### src/include/link_pkg.sv
// constants and carriers of the framed serial command link
package link_pkg;
	// system clock
	localparam int CLK_HZ = 125_000_000;
	localparam int CLK_NS = 8;
	// link clock made by this end
	localparam int LINK_MAX_HZ = 10_000_000;
	localparam int LINK_HZ = 100_000;
	localparam int TX_HALF_CYC = (CLK_HZ + 2 * LINK_HZ - 1) / (2 * LINK_HZ);
	// good write ack: frame low without clocks
	localparam int ACK_NS = 800;
	localparam int ACK_CYC = (ACK_NS + CLK_NS - 1) / CLK_NS;
	// shared reset line stretch
	localparam int IORST_MS = 200;
	localparam int IORST_CYC = IORST_MS * (CLK_HZ / 1000);
	// watchdog
	localparam int WDOG_S = 30;
	localparam logic [31:0] WDOG_CYC = 32'(64'(WDOG_S) * 64'(CLK_HZ));
	// stream layout
	localparam int CMD_BYTES = 2;
	localparam int MIN_BYTES = 4;
	localparam int HOLD_AT = 4;
	localparam int BYTE_BITS = 8;
	// first command byte fields
	localparam int CMD0_DIR_BIT = 6;
	localparam int CMD0_LONG_BIT = 5;
	localparam int CMD0_SEL_HI = 4;
	localparam int CMD0_SEL_LO = 2;
	localparam int CMD0_RSV_HI = 1;
	localparam int CMD0_RSV_LO = 0;
	localparam logic [2:0] ITEM_MAX = 3'h4;
	// received byte towards the user
	typedef struct packed {
		logic [7:0] data;
		logic first;
	} rx_beat_s;
	// decoded command, given at frame end
	typedef struct packed {
		logic [7:0] cmd0;
		logic [7:0] cmd1;
		logic is_read;
		logic is_long;
		logic bad;
		logic [15:0] bytes;
	} cmd_info_s;
	// response beat from the user
	typedef struct packed {
		logic [7:0] data;
		logic last;
		logic fail;
	} rsp_beat_s;
endpackage : link_pkg

### src/design/cmd_link_unit.sv
// acquisition-unit end of the framed serial command link
`timescale 1ns/100ps
// Operation
// [RULE_01] one command at a time; a new frame is taken only when idle
// [RULE_02] frame low starts a transfer; its release ends and completes it
// [RULE_03] every command holds two command bytes then two data bytes
// [RULE_04] long write: command bytes then any number of data bytes in one frame
// [RULE_05] unrecognised command answers with an error acknowledge
// [RULE_06] failure acknowledge echoes both received command bytes
// [RULE_07] read response echoes command bytes then the data bytes
// [RULE_08] good write acknowledged by a frame pulse only, no data or clock
// [RULE_09] any reply starts only after the incoming frame is released
// [RULE_10] correct read data is itself the read acknowledge
// [RULE_11] each direction has its own data, clock and frame
// [RULE_12] data and clock only driven or taken while frame is low
// [RULE_13] return frame is a hold only while the forward frame is low
// [RULE_14] source clock up to 10 MHz, any lower rate accepted
// [RULE_15] gaps between bytes inside a frame are allowed
// [RULE_16] clock phases need not be equal
// [RULE_17] sender withholds next byte while the return frame is low
// [RULE_18] hold is driven during the byte before the one held
// [RULE_19] long write may be held after its first two data bytes
// [RULE_20] any unit may pull the shared reset line low
// [RULE_21] a reset drive lasts at least 200 ms
// [RULE_22] the reset line is watched and resets the link logic fully
// [RULE_23] reset touches only link logic, no stored settings
// [RULE_24] watchdog forces a reset after about 30 s without progress
// [RULE_25] first command byte: three echo bits, three select bits, two zero bits
// [RULE_26] bytes go MSB first; sent on falling edge, taken on rising edge
module cmd_link_unit #(
	parameter int TX_HALF = link_pkg::TX_HALF_CYC,
	parameter int IORST_LEN = link_pkg::IORST_CYC,
	parameter logic [31:0] WDOG_LEN = link_pkg::WDOG_CYC,
	parameter logic [2:0] ITEM_LIMIT = link_pkg::ITEM_MAX
) (
	// clock and reset
	input wire logic clk,
	input wire logic arst_n,
	// link from the controller
	input wire logic rx_frame_n,
	input wire logic rx_clk,
	input wire logic rx_data,
	// link to the controller
	output logic tx_frame_n,
	output logic tx_clk,
	output logic tx_data,
	// shared reset line
	input wire logic io_rst_i,
	output logic io_rst_o,
	output logic io_rst_oe,
	input wire logic io_rst_req,
	// received bytes
	output logic rx_valid,
	input wire logic rx_ready,
	output link_pkg::rx_beat_s rx_beat,
	input wire logic long_path_ready,
	// command at frame end
	output logic cmd_valid,
	output link_pkg::cmd_info_s cmd,
	// response from the user
	input wire logic rsp_valid,
	output logic rsp_ready,
	input wire link_pkg::rsp_beat_s rsp,
	// status
	output logic link_reset
);
	typedef enum logic [6:0] {
		ST_IDLE = 7'h01,
		ST_RECV = 7'h02,
		ST_WAIT = 7'h04,
		ST_ACK = 7'h08,
		ST_NEXT = 7'h10,
		ST_SEND = 7'h20,
		ST_END = 7'h40
	} fsm_e;

	typedef struct packed {
		logic [3:0] sync1;
		logic [3:0] sync2;
		logic [3:0] sync3;
		logic [3:0] filt;
		fsm_e fsm;
		logic [7:0] rsh;
		logic [2:0] rbit;
		logic [15:0] rcnt;
		logic [7:0] cmd0;
		logic [7:0] cmd1;
		logic out_v;
		link_pkg::rx_beat_s out_b;
		logic skid_v;
		link_pkg::rx_beat_s skid_b;
		logic cmd_v;
		link_pkg::cmd_info_s cmd;
		logic want;
		logic rsp_rdy;
		logic beat_v;
		link_pkg::rsp_beat_s beat;
		logic fail;
		logic last_sent;
		logic [1:0] idx;
		logic [7:0] tsh;
		logic [2:0] tbit;
		logic phase;
		logic [15:0] div;
		logic tx_frame_n;
		logic tx_clk;
		logic tx_data;
		logic hold;
		logic [31:0] wd;
		logic io_oe;
		logic [31:0] io_cnt;
		logic link_rst;
	} state_s;

	function automatic state_s init_state();
		state_s s;
		s = '0;
		s.fsm = ST_IDLE;
		s.sync1 = 4'hF;
		s.sync2 = 4'hF;
		s.sync3 = 4'hF;
		s.filt = 4'hF;
		s.tx_frame_n = 1'b1;
		return s;
	endfunction : init_state

	function automatic logic cmd_known(input logic [7:0] c0);
		logic [2:0] sel;
		sel = c0[link_pkg::CMD0_SEL_HI:link_pkg::CMD0_SEL_LO];
		return (c0[link_pkg::CMD0_RSV_HI:link_pkg::CMD0_RSV_LO] == 2'h0) && (sel <= ITEM_LIMIT); // [RULE_25]
	endfunction : cmd_known

	localparam state_s INIT = init_state();
	localparam logic [15:0] HALF = 16'(TX_HALF);
	localparam logic [15:0] ACK_LEN = 16'(link_pkg::ACK_CYC);
	localparam logic [31:0] IO_LEN = 32'(IORST_LEN);

	state_s c;
	state_s n;
	logic f_frame_n;
	logic f_clk;
	logic f_data;
	logic f_io;
	logic rclk_rise;
	logic frame_fall;
	logic frame_rise;
	logic push;
	logic progress;
	link_pkg::rx_beat_s nb;

	assign f_frame_n = c.filt[0];
	assign f_clk = c.filt[1];
	assign f_data = c.filt[2];
	assign f_io = c.filt[3];

	always_comb begin
		n = c;
		nb = '0;
		push = 1'b0;
		progress = 1'b0;
		// pin synchroniser with agreement filter
		n.sync1 = {io_rst_i, rx_data, rx_clk, rx_frame_n};
		n.sync2 = c.sync1;
		n.sync3 = c.sync2;
		for (int i = 0; i < 4; i++) begin
			if (c.sync2[i] == c.sync3[i]) begin
				n.filt[i] = c.sync3[i];
			end
		end
		rclk_rise = n.filt[1] && !f_clk && !n.filt[0]; // [RULE_12] [RULE_14] [RULE_16] [RULE_26]
		frame_fall = !n.filt[0] && f_frame_n;
		frame_rise = n.filt[0] && !f_frame_n;
		n.cmd_v = 1'b0;
		// receive buffer drain
		if (c.out_v && rx_ready) begin
			n.out_v = c.skid_v;
			n.out_b = c.skid_b;
			n.skid_v = 1'b0;
		end
		// receive shifter
		if (c.fsm == ST_RECV && rclk_rise) begin
			n.rsh = {c.rsh[6:0], n.filt[2]}; // [RULE_26]
			n.rbit = c.rbit + 3'h1;
			if (c.rbit == 3'h7) begin
				push = 1'b1;
				progress = 1'b1;
				nb.data = {c.rsh[6:0], n.filt[2]};
				nb.first = (c.rcnt == 16'h0);
				if (c.rcnt == 16'h0) begin
					n.cmd0 = nb.data;
				end
				if (c.rcnt == 16'h1) begin
					n.cmd1 = nb.data;
				end
				if (c.rcnt != 16'hFFFF) begin
					n.rcnt = c.rcnt + 16'h1;
				end
			end
		end
		if (push) begin
			if (!n.out_v) begin
				n.out_v = 1'b1;
				n.out_b = nb;
			end else begin
				n.skid_v = 1'b1;
				n.skid_b = nb;
			end
		end
		// response beat handshake
		n.rsp_rdy = c.want && !c.beat_v && rsp_valid && !c.rsp_rdy;
		if (c.rsp_rdy && rsp_valid) begin
			n.beat_v = 1'b1;
			n.beat = rsp;
			n.want = !(rsp.last || rsp.fail);
		end
		// clock divider for the sending side
		if (c.div != 16'h0) begin
			n.div = c.div - 16'h1;
		end
		case (c.fsm)
			ST_IDLE: begin
				n.tx_frame_n = 1'b1;
				if (frame_fall) begin // [RULE_01] [RULE_02]
					n.fsm = ST_RECV;
					n.rcnt = 16'h0;
					n.rbit = 3'h0;
				end
			end
			ST_RECV: begin
				// hold while buffered bytes wait or the long write path is set up
				n.tx_frame_n = !(n.out_v || (c.cmd0[link_pkg::CMD0_LONG_BIT] && n.rcnt == 16'(link_pkg::HOLD_AT)
					&& !long_path_ready)); // [RULE_13] [RULE_18] [RULE_19]
				if (frame_rise) begin // [RULE_02] [RULE_09]
					n.tx_frame_n = 1'b1;
					n.cmd_v = 1'b1;
					n.cmd.cmd0 = c.cmd0;
					n.cmd.cmd1 = c.cmd1;
					n.cmd.is_read = c.cmd0[link_pkg::CMD0_DIR_BIT];
					n.cmd.is_long = c.cmd0[link_pkg::CMD0_LONG_BIT]; // [RULE_04]
					n.cmd.bytes = c.rcnt;
					n.cmd.bad = (c.rcnt < 16'(link_pkg::MIN_BYTES)) || !cmd_known(c.cmd0); // [RULE_03] [RULE_05]
					n.idx = 2'h0;
					n.last_sent = 1'b0;
					if (n.cmd.bad) begin
						n.fail = 1'b1; // [RULE_05] [RULE_06]
						n.fsm = ST_NEXT;
						n.tx_frame_n = 1'b0;
						n.div = HALF;
					end else begin
						n.fail = 1'b0;
						n.want = 1'b1;
						n.fsm = ST_WAIT;
					end
				end
			end
			ST_WAIT: begin
				if (c.beat_v) begin
					progress = 1'b1;
					if (c.beat.fail) begin
						n.fail = 1'b1; // [RULE_06]
						n.beat_v = 1'b0;
						n.fsm = ST_NEXT;
						n.tx_frame_n = 1'b0;
						n.div = HALF;
					end else if (!c.cmd.is_read) begin
						n.beat_v = 1'b0; // [RULE_08]
						n.want = 1'b0;
						n.fsm = ST_ACK;
						n.tx_frame_n = 1'b0;
						n.div = ACK_LEN;
					end else begin
						n.fsm = ST_NEXT; // [RULE_07] [RULE_10]
						n.tx_frame_n = 1'b0;
						n.div = HALF;
					end
				end
			end
			ST_ACK: begin
				if (c.div == 16'h0) begin
					n.tx_frame_n = 1'b1;
					n.fsm = ST_IDLE;
				end
			end
			ST_NEXT: begin
				n.tx_clk = 1'b0;
				if (c.div == 16'h0 && f_frame_n) begin // [RULE_17] [RULE_13]
					if (c.idx < 2'(link_pkg::CMD_BYTES)) begin
						n.tsh = (c.idx == 2'h0) ? c.cmd.cmd0 : c.cmd.cmd1; // [RULE_06] [RULE_07]
						n.idx = c.idx + 2'h1;
						n.fsm = ST_SEND;
					end else if (c.fail || c.last_sent) begin
						n.fsm = ST_END;
						n.div = HALF;
					end else if (c.beat_v) begin
						n.beat_v = 1'b0;
						if (c.beat.fail) begin
							n.want = 1'b0;
							n.fsm = ST_END;
							n.div = HALF;
						end else begin
							n.tsh = c.beat.data;
							n.last_sent = c.beat.last;
							n.fsm = ST_SEND;
						end
					end
					if (n.fsm == ST_SEND) begin
						progress = 1'b1;
						n.tx_data = n.tsh[7]; // [RULE_26]
						n.tbit = 3'h0;
						n.phase = 1'b0;
						n.div = HALF;
					end
				end
			end
			ST_SEND: begin
				if (c.div == 16'h0) begin
					n.div = HALF;
					if (!c.phase) begin
						n.tx_clk = 1'b1;
						n.phase = 1'b1;
					end else begin
						n.tx_clk = 1'b0;
						n.phase = 1'b0;
						if (c.tbit == 3'(link_pkg::BYTE_BITS - 1)) begin
							n.fsm = ST_NEXT; // [RULE_15] [RULE_17]
							n.div = 16'h0;
						end else begin
							n.tbit = c.tbit + 3'h1;
							n.tsh = {c.tsh[6:0], 1'b0};
							n.tx_data = c.tsh[6]; // [RULE_26]
						end
					end
				end
			end
			ST_END: begin
				n.tx_clk = 1'b0;
				if (c.div == 16'h0) begin
					n.tx_frame_n = 1'b1; // [RULE_02] [RULE_12]
					n.tx_data = 1'b0;
					n.fsm = ST_IDLE;
				end
			end
			default: begin
				n.fsm = ST_IDLE;
				n.tx_frame_n = 1'b1;
			end
		endcase
		// watchdog on stalled activity
		if (c.fsm == ST_IDLE || progress) begin
			n.wd = 32'h0;
		end else if (c.wd != 32'hFFFFFFFF) begin
			n.wd = c.wd + 32'h1;
		end
		// shared reset line drive with stretch
		if (c.io_oe) begin
			if (c.io_cnt == 32'h0) begin
				n.io_oe = 1'b0;
			end else begin
				n.io_cnt = c.io_cnt - 32'h1;
			end
		end else if (io_rst_req || c.wd >= WDOG_LEN) begin // [RULE_20] [RULE_24]
			n.io_oe = 1'b1;
			n.io_cnt = IO_LEN - 32'h1; // [RULE_21]
		end
		n.link_rst = n.io_oe || !n.filt[3];
		// link logic back to its initial state, keeping reset line logic
		if (c.link_rst) begin // [RULE_22] [RULE_23]
			n = {INIT[$bits(state_s)-1:0]};
			n.sync1 = {io_rst_i, rx_data, rx_clk, rx_frame_n};
			n.sync2 = c.sync1;
			n.sync3 = c.sync2;
			for (int i = 0; i < 4; i++) begin
				n.filt[i] = (c.sync2[i] == c.sync3[i]) ? c.sync3[i] : c.filt[i];
			end
			n.io_oe = c.io_oe && (c.io_cnt != 32'h0);
			n.io_cnt = (c.io_cnt != 32'h0) ? c.io_cnt - 32'h1 : 32'h0;
			n.link_rst = n.io_oe || !n.filt[3];
		end
	end

	always_ff @(posedge clk or negedge arst_n) begin
		if (!arst_n) begin
			c <= INIT;
		end else begin
			c <= n;
		end
	end

	// outputs straight from the state register, except io_rst_o, which is tied low
	assign tx_frame_n = c.tx_frame_n; // [RULE_11]
	assign tx_clk = c.tx_clk;
	assign tx_data = c.tx_data;
	assign io_rst_o = 1'b0;
	assign io_rst_oe = c.io_oe;
	assign rx_valid = c.out_v;
	assign rx_beat = c.out_b;
	assign cmd_valid = c.cmd_v;
	assign cmd = c.cmd;
	assign rsp_ready = c.rsp_rdy;
	assign link_reset = c.link_rst;
endmodule : cmd_link_unit

### config.mk
export PLATFORM = sky130hd
export DESIGN_NAME = cmd_link_unit
export DESIGN_NICKNAME = d
export VERILOG_FILES = /design/src/include/link_pkg.sv /design/src/design/cmd_link_unit.sv
export SDC_FILE = /design/constraint.sdc
export NUM_CORES = 1
export LEC_CHECK = 0
export ABC_CLOCK_PERIOD_IN_PS = 2900
export BUFFER_PORTS_ARGS = -buffer_cell sky130_fd_sc_hd__buf_2
export CAP_MARGIN = 10
export CORE_MARGIN = 5
export CORE_UTILIZATION = 49
export CTS_CLUSTER_DIAMETER = 100
export DETAILED_ROUTE_END_ITERATION = 7
export GPL_TIMING_DRIVEN = 0
export HOLD_SLACK_MARGIN = 0.06
export PLACE_DENSITY_LB_ADDON = 0.3
export SLEW_MARGIN = 15
export SYNTH_ARGS = -nofsm -noshare
export SYNTH_HDL_FRONTEND = slang
export SYNTH_SLANG_ARGS = --single-unit
### constraint.sdc
create_clock -name clk -period 2.9 [get_ports clk]
set_input_delay 0.87 -clock clk [delete_from_list [all_inputs] [get_ports clk]]
set_output_delay 0.87 -clock clk [all_outputs]
set_load 0.05 [all_outputs]
==> metrics.md <==
| Metric | Value |
|---|---|
| Most common cell after layout, fill and taps aside | nand2_1 |
| Htree depth | 1 |
| Cell Pwr Density | 465.0 mW/mm² |
| Area Overhead vs Synth | 14.92% |
| Setup WS post-layout | 0.005695 ns |
| Placed cells | 1,821 |
| Setup crit start kind | flop |
| Die ar. | 0.02882 mm² |
| CP top delay family | simple AND/OR/NAND/NOR gates |
| CP endpoint kind | flop |
| Starting DRC count in detailed routing | 918 |
| Slew of the pin with the lowest slew margin | 0.8454 ns |
| Ant diodes | 0 |
| Pre-CTS WS | -0.3368 ns |
| First-pass GRT wire length | 53,740 µm |
| Max-cap violations | 0 |
| Crit path DAT | 3.36 ns |
| CTS tree | built |
| Worst Skew | 0.03484 ns |
| Maximum vdd drop | 481.5 µV |
| Root Driver | clkbuf_16 |
| Crit. Startpoint | c[218] |
| Via Count | 10,930 |
| Number of cells on the critical path | 9 |
| Final Hold Fails | 0 |
| Row cnt | 58 |
| DP HPWL | 22,510 µm |
| Unrepaired setup endpoints after global routing | true |
| Layout cells sized above 1 | 16.04% |
| Routability cong. | 0.9097 |
| ANT nets after route | 0 |
| Final WL | 32,140 µm |
| Crit path time final | 2.894 ns |
| Pin count of the biggest net entering global routing | 102 |
| Total global routing overflow | 0 |
| Layout fillers | 2,297 |
| End of the worst register-to-register path | tx_frame_n |
| Final hold slack | 0.2043 ns |
| Total power | 6.683 mW |
| CTS Buf Count | 26 |
| Post-synth ARST share | 100.0% |
| Die H | 169.8 µm |
| Ys Warns | 0 |
| Post-synth EDFFs | 0 |
| Drt wl/cell | 17.13 µm |
| Final net count | 1,559 |
| HP Class | input pin to asynchronous set/reset pin |
| CP max FO | 9 |
| CP cell instances | clkbuf_1, or4_1, buf_2, or4_4, nor2_4, nand4_2, xor2_1, nor4b_1, a31oi_1 |
| Vias per cell | 5.828 |
| Netlist cell types | 78 |
| Initial antenna violation count | 0 |
| Slew Viols, Final | 0 |
| Number of global-route vias before repair | 10,600 |
| Max clock buf depth | 3 |
| Sum of buffers and inverters on the critical path | 2 |
| Busiest grt layer | met2 |
| Clock sinks | 233 |
| Final worst path period share | 99.80% |
| Met2 usage | 35.59% |
| Reg2reg start | c[218] |
| Outcome | completed |
| Rel. slew slack | 43.50% |
| Slowest-stage cell, CP | or4_4 |
| IO Pins | 73 |
| Dominant synthesized flop cell | dfrtp_1 |
| R2R Setup Slk | 0.006 ns |
| DRC errors left | 0 |
| Max incr delay on CP | 0.60 ns |
| Die extent in x | 169.8 µm |
| Met3 Usage GRT | 2.982% |
| Most frequent cells in the layout | 240 x nand2_1, 215 x dfrtp_1, 139 x nor2_1, 139 x a21oi_1, 81 x buf_2 |
| Syn avg cell area | 8.819 µm² |
| Final setup viols | 0 |
| Max frequency | 345.5 MHz |
| Post-synthesis sequential area ratio | 46.80% |
| Cell area after synthesis | 0.01251 mm² |
| Clock Pin Slew Worst Setup and Hold Paths | 0.07 ns |
| Cts hold-fix bufs | 0 |
| Starting density of the core | 49.66% |
| Syn_nets | 1,451 |
| DR pass1 iterations | 5 |
| GRT Total Usage | 22.31% |
| Cell count after synthesis | 1,418 |
| Setup TNS Final | 0 ns |
| Worst r2r path cells | 9 |
| Leakage | 6.061 nW |
| Setup CP Type | flop to flop |
| Met1 Use GR | 32.29% |
| Clock Latency Late Sink | 0.55 ns |
| PortBufs | 71 |
| Setup crit end | tx_frame_n |
| Yosys reg bits | 233 |
| Worst path required time | 3.37 ns |
| Final std cells w/o fill | 1,876 |
| Core Box Area | 0.02518 mm² |
## routing by layer
| metal | up-vias | routed length, µm |
|---|---|---|
| met3 | 52 | 1996 |
| met2 | 336 | 14820 |
| li1 | 5170 | - |
| met1 | 5375 | 14630 |
| met5 | - | 0 |
| met4 | 0 | 686 |
## cells in the mapped netlist (5+ instances only)
library cell / number / area, µm²
nand2_1: 242 / 908.4
and4_1: 10 / 87.58
nor3b_1: 5 / 37.54
and3_1: 19 / 118.9
o22a_1: 7 / 61.31
buf_2: 11 / 55.05
o21ai_0: 31 / 155.2
a31oi_1: 13 / 81.33
inv_1: 31 / 116.4
o211ai_1: 6 / 45.04
or3_1: 7 / 43.79
nand3b_1: 5 / 37.54
a211oi_1: 16 / 120.1
or4_1: 10 / 75.07
a31o_2: 5 / 43.79
nand2b_1: 11 / 68.82
nand4_1: 23 / 143.9
dfrtp_1: 215 / 5380
nor4_1: 20 / 125.1
xor2_1: 23 / 201.4
ha_1: 13 / 162.7
o22ai_1: 12 / 75.07
buf_4: 45 / 337.8
xnor2_1: 41 / 359.1
dfstp_2: 18 / 473.0
a21oi_1: 139 / 695.7
nor3_1: 43 / 215.2
nand3_1: 52 / 260.3
clkbuf_1: 64 / 240.2
mux2i_1: 26 / 260.3
nor2b_1: 5 / 31.28
a21o_1: 10 / 75.07
nor2_1: 142 / 533.0
a41oi_1: 5 / 43.79
o31ai_1: 13 / 97.59
o21a_1: 5 / 37.54
## timing repair
action / in CTS / in global routing
buffers inserted: 9 / 0
setup endpoints to repair: 104 / 106
pin swaps: 5 / 3
resized for setup: 13 / 22
## state kept, by name, summed over array words and instances (netlist names)
register    cells
rx_valid        1
io_rst_oe       1
tx_data         1
tx_frame_n      1
rx_beat         9
tx_clk          1
c             183
cmd            33
cmd_valid       1
rsp_ready       1
link_reset      1
## power breakdown
group	switching, mW	internal [mW]	total [mW]
Combinational	0.0897	0.0300	0.120
Sequential	0.0101	3.28	3.29
Clock	1.34	1.94	3.28
## layout make-up
| type | count | area, µm² | share of cell area [%] |
|---|---|---|---|
| clock buffers | 38 | 735.7 | 5.119 |
| clock inverters | 10 | 111.4 | 0.7749 |
| well taps | 330 | 412.9 | 2.873 |
| multi-input cells | 1030 | 5995 | 41.71 |
| repair buffers | 82 | 488.0 | 3.395 |
| flip-flops and latches | 233 | 5853 | 40.73 |
| plain buffers | 122 | 659.4 | 4.588 |
| inverters | 31 | 116.4 | 0.8097 |
## worst min-delay path by stage
stage,endpoint,cells after the start,start,slack (ns)
detailed placement,c[231],0,c[235],0.35
finish,c[152],1,arst_n,0.20
global placement,c[232],0,c[236],0.35
CTS,c[152],1,arst_n,0.20
floorplan,c[229],0,c[233],0.35
global route,c[177],1,arst_n,0.21
## cell families after synthesis
| kind of cell | synth area share (%) |
|---|---|
| multiplexers | 2.261 |
| flip-flops | 46.80 |
| AO/OA/AOI/OAI | 14.15 |
| adder cells (fa/ha/maj) | 1.621 |
| AND/OR/NAND/NOR | 24.48 |
| other | 0.02999 |
| XOR/XNOR | 4.482 |
| buffers and inverters | 6.173 |
## per-stage QoR
stage                     instance area, µm²  util [%]
after floorplan                        12510         -
after global placement                 13270     52.71
after detailed placement               13340     52.97
after CTS                              14300     56.79
after global routing                   14370     57.07
final                                  14370     57.07
(Power assumes the default switching activity.)
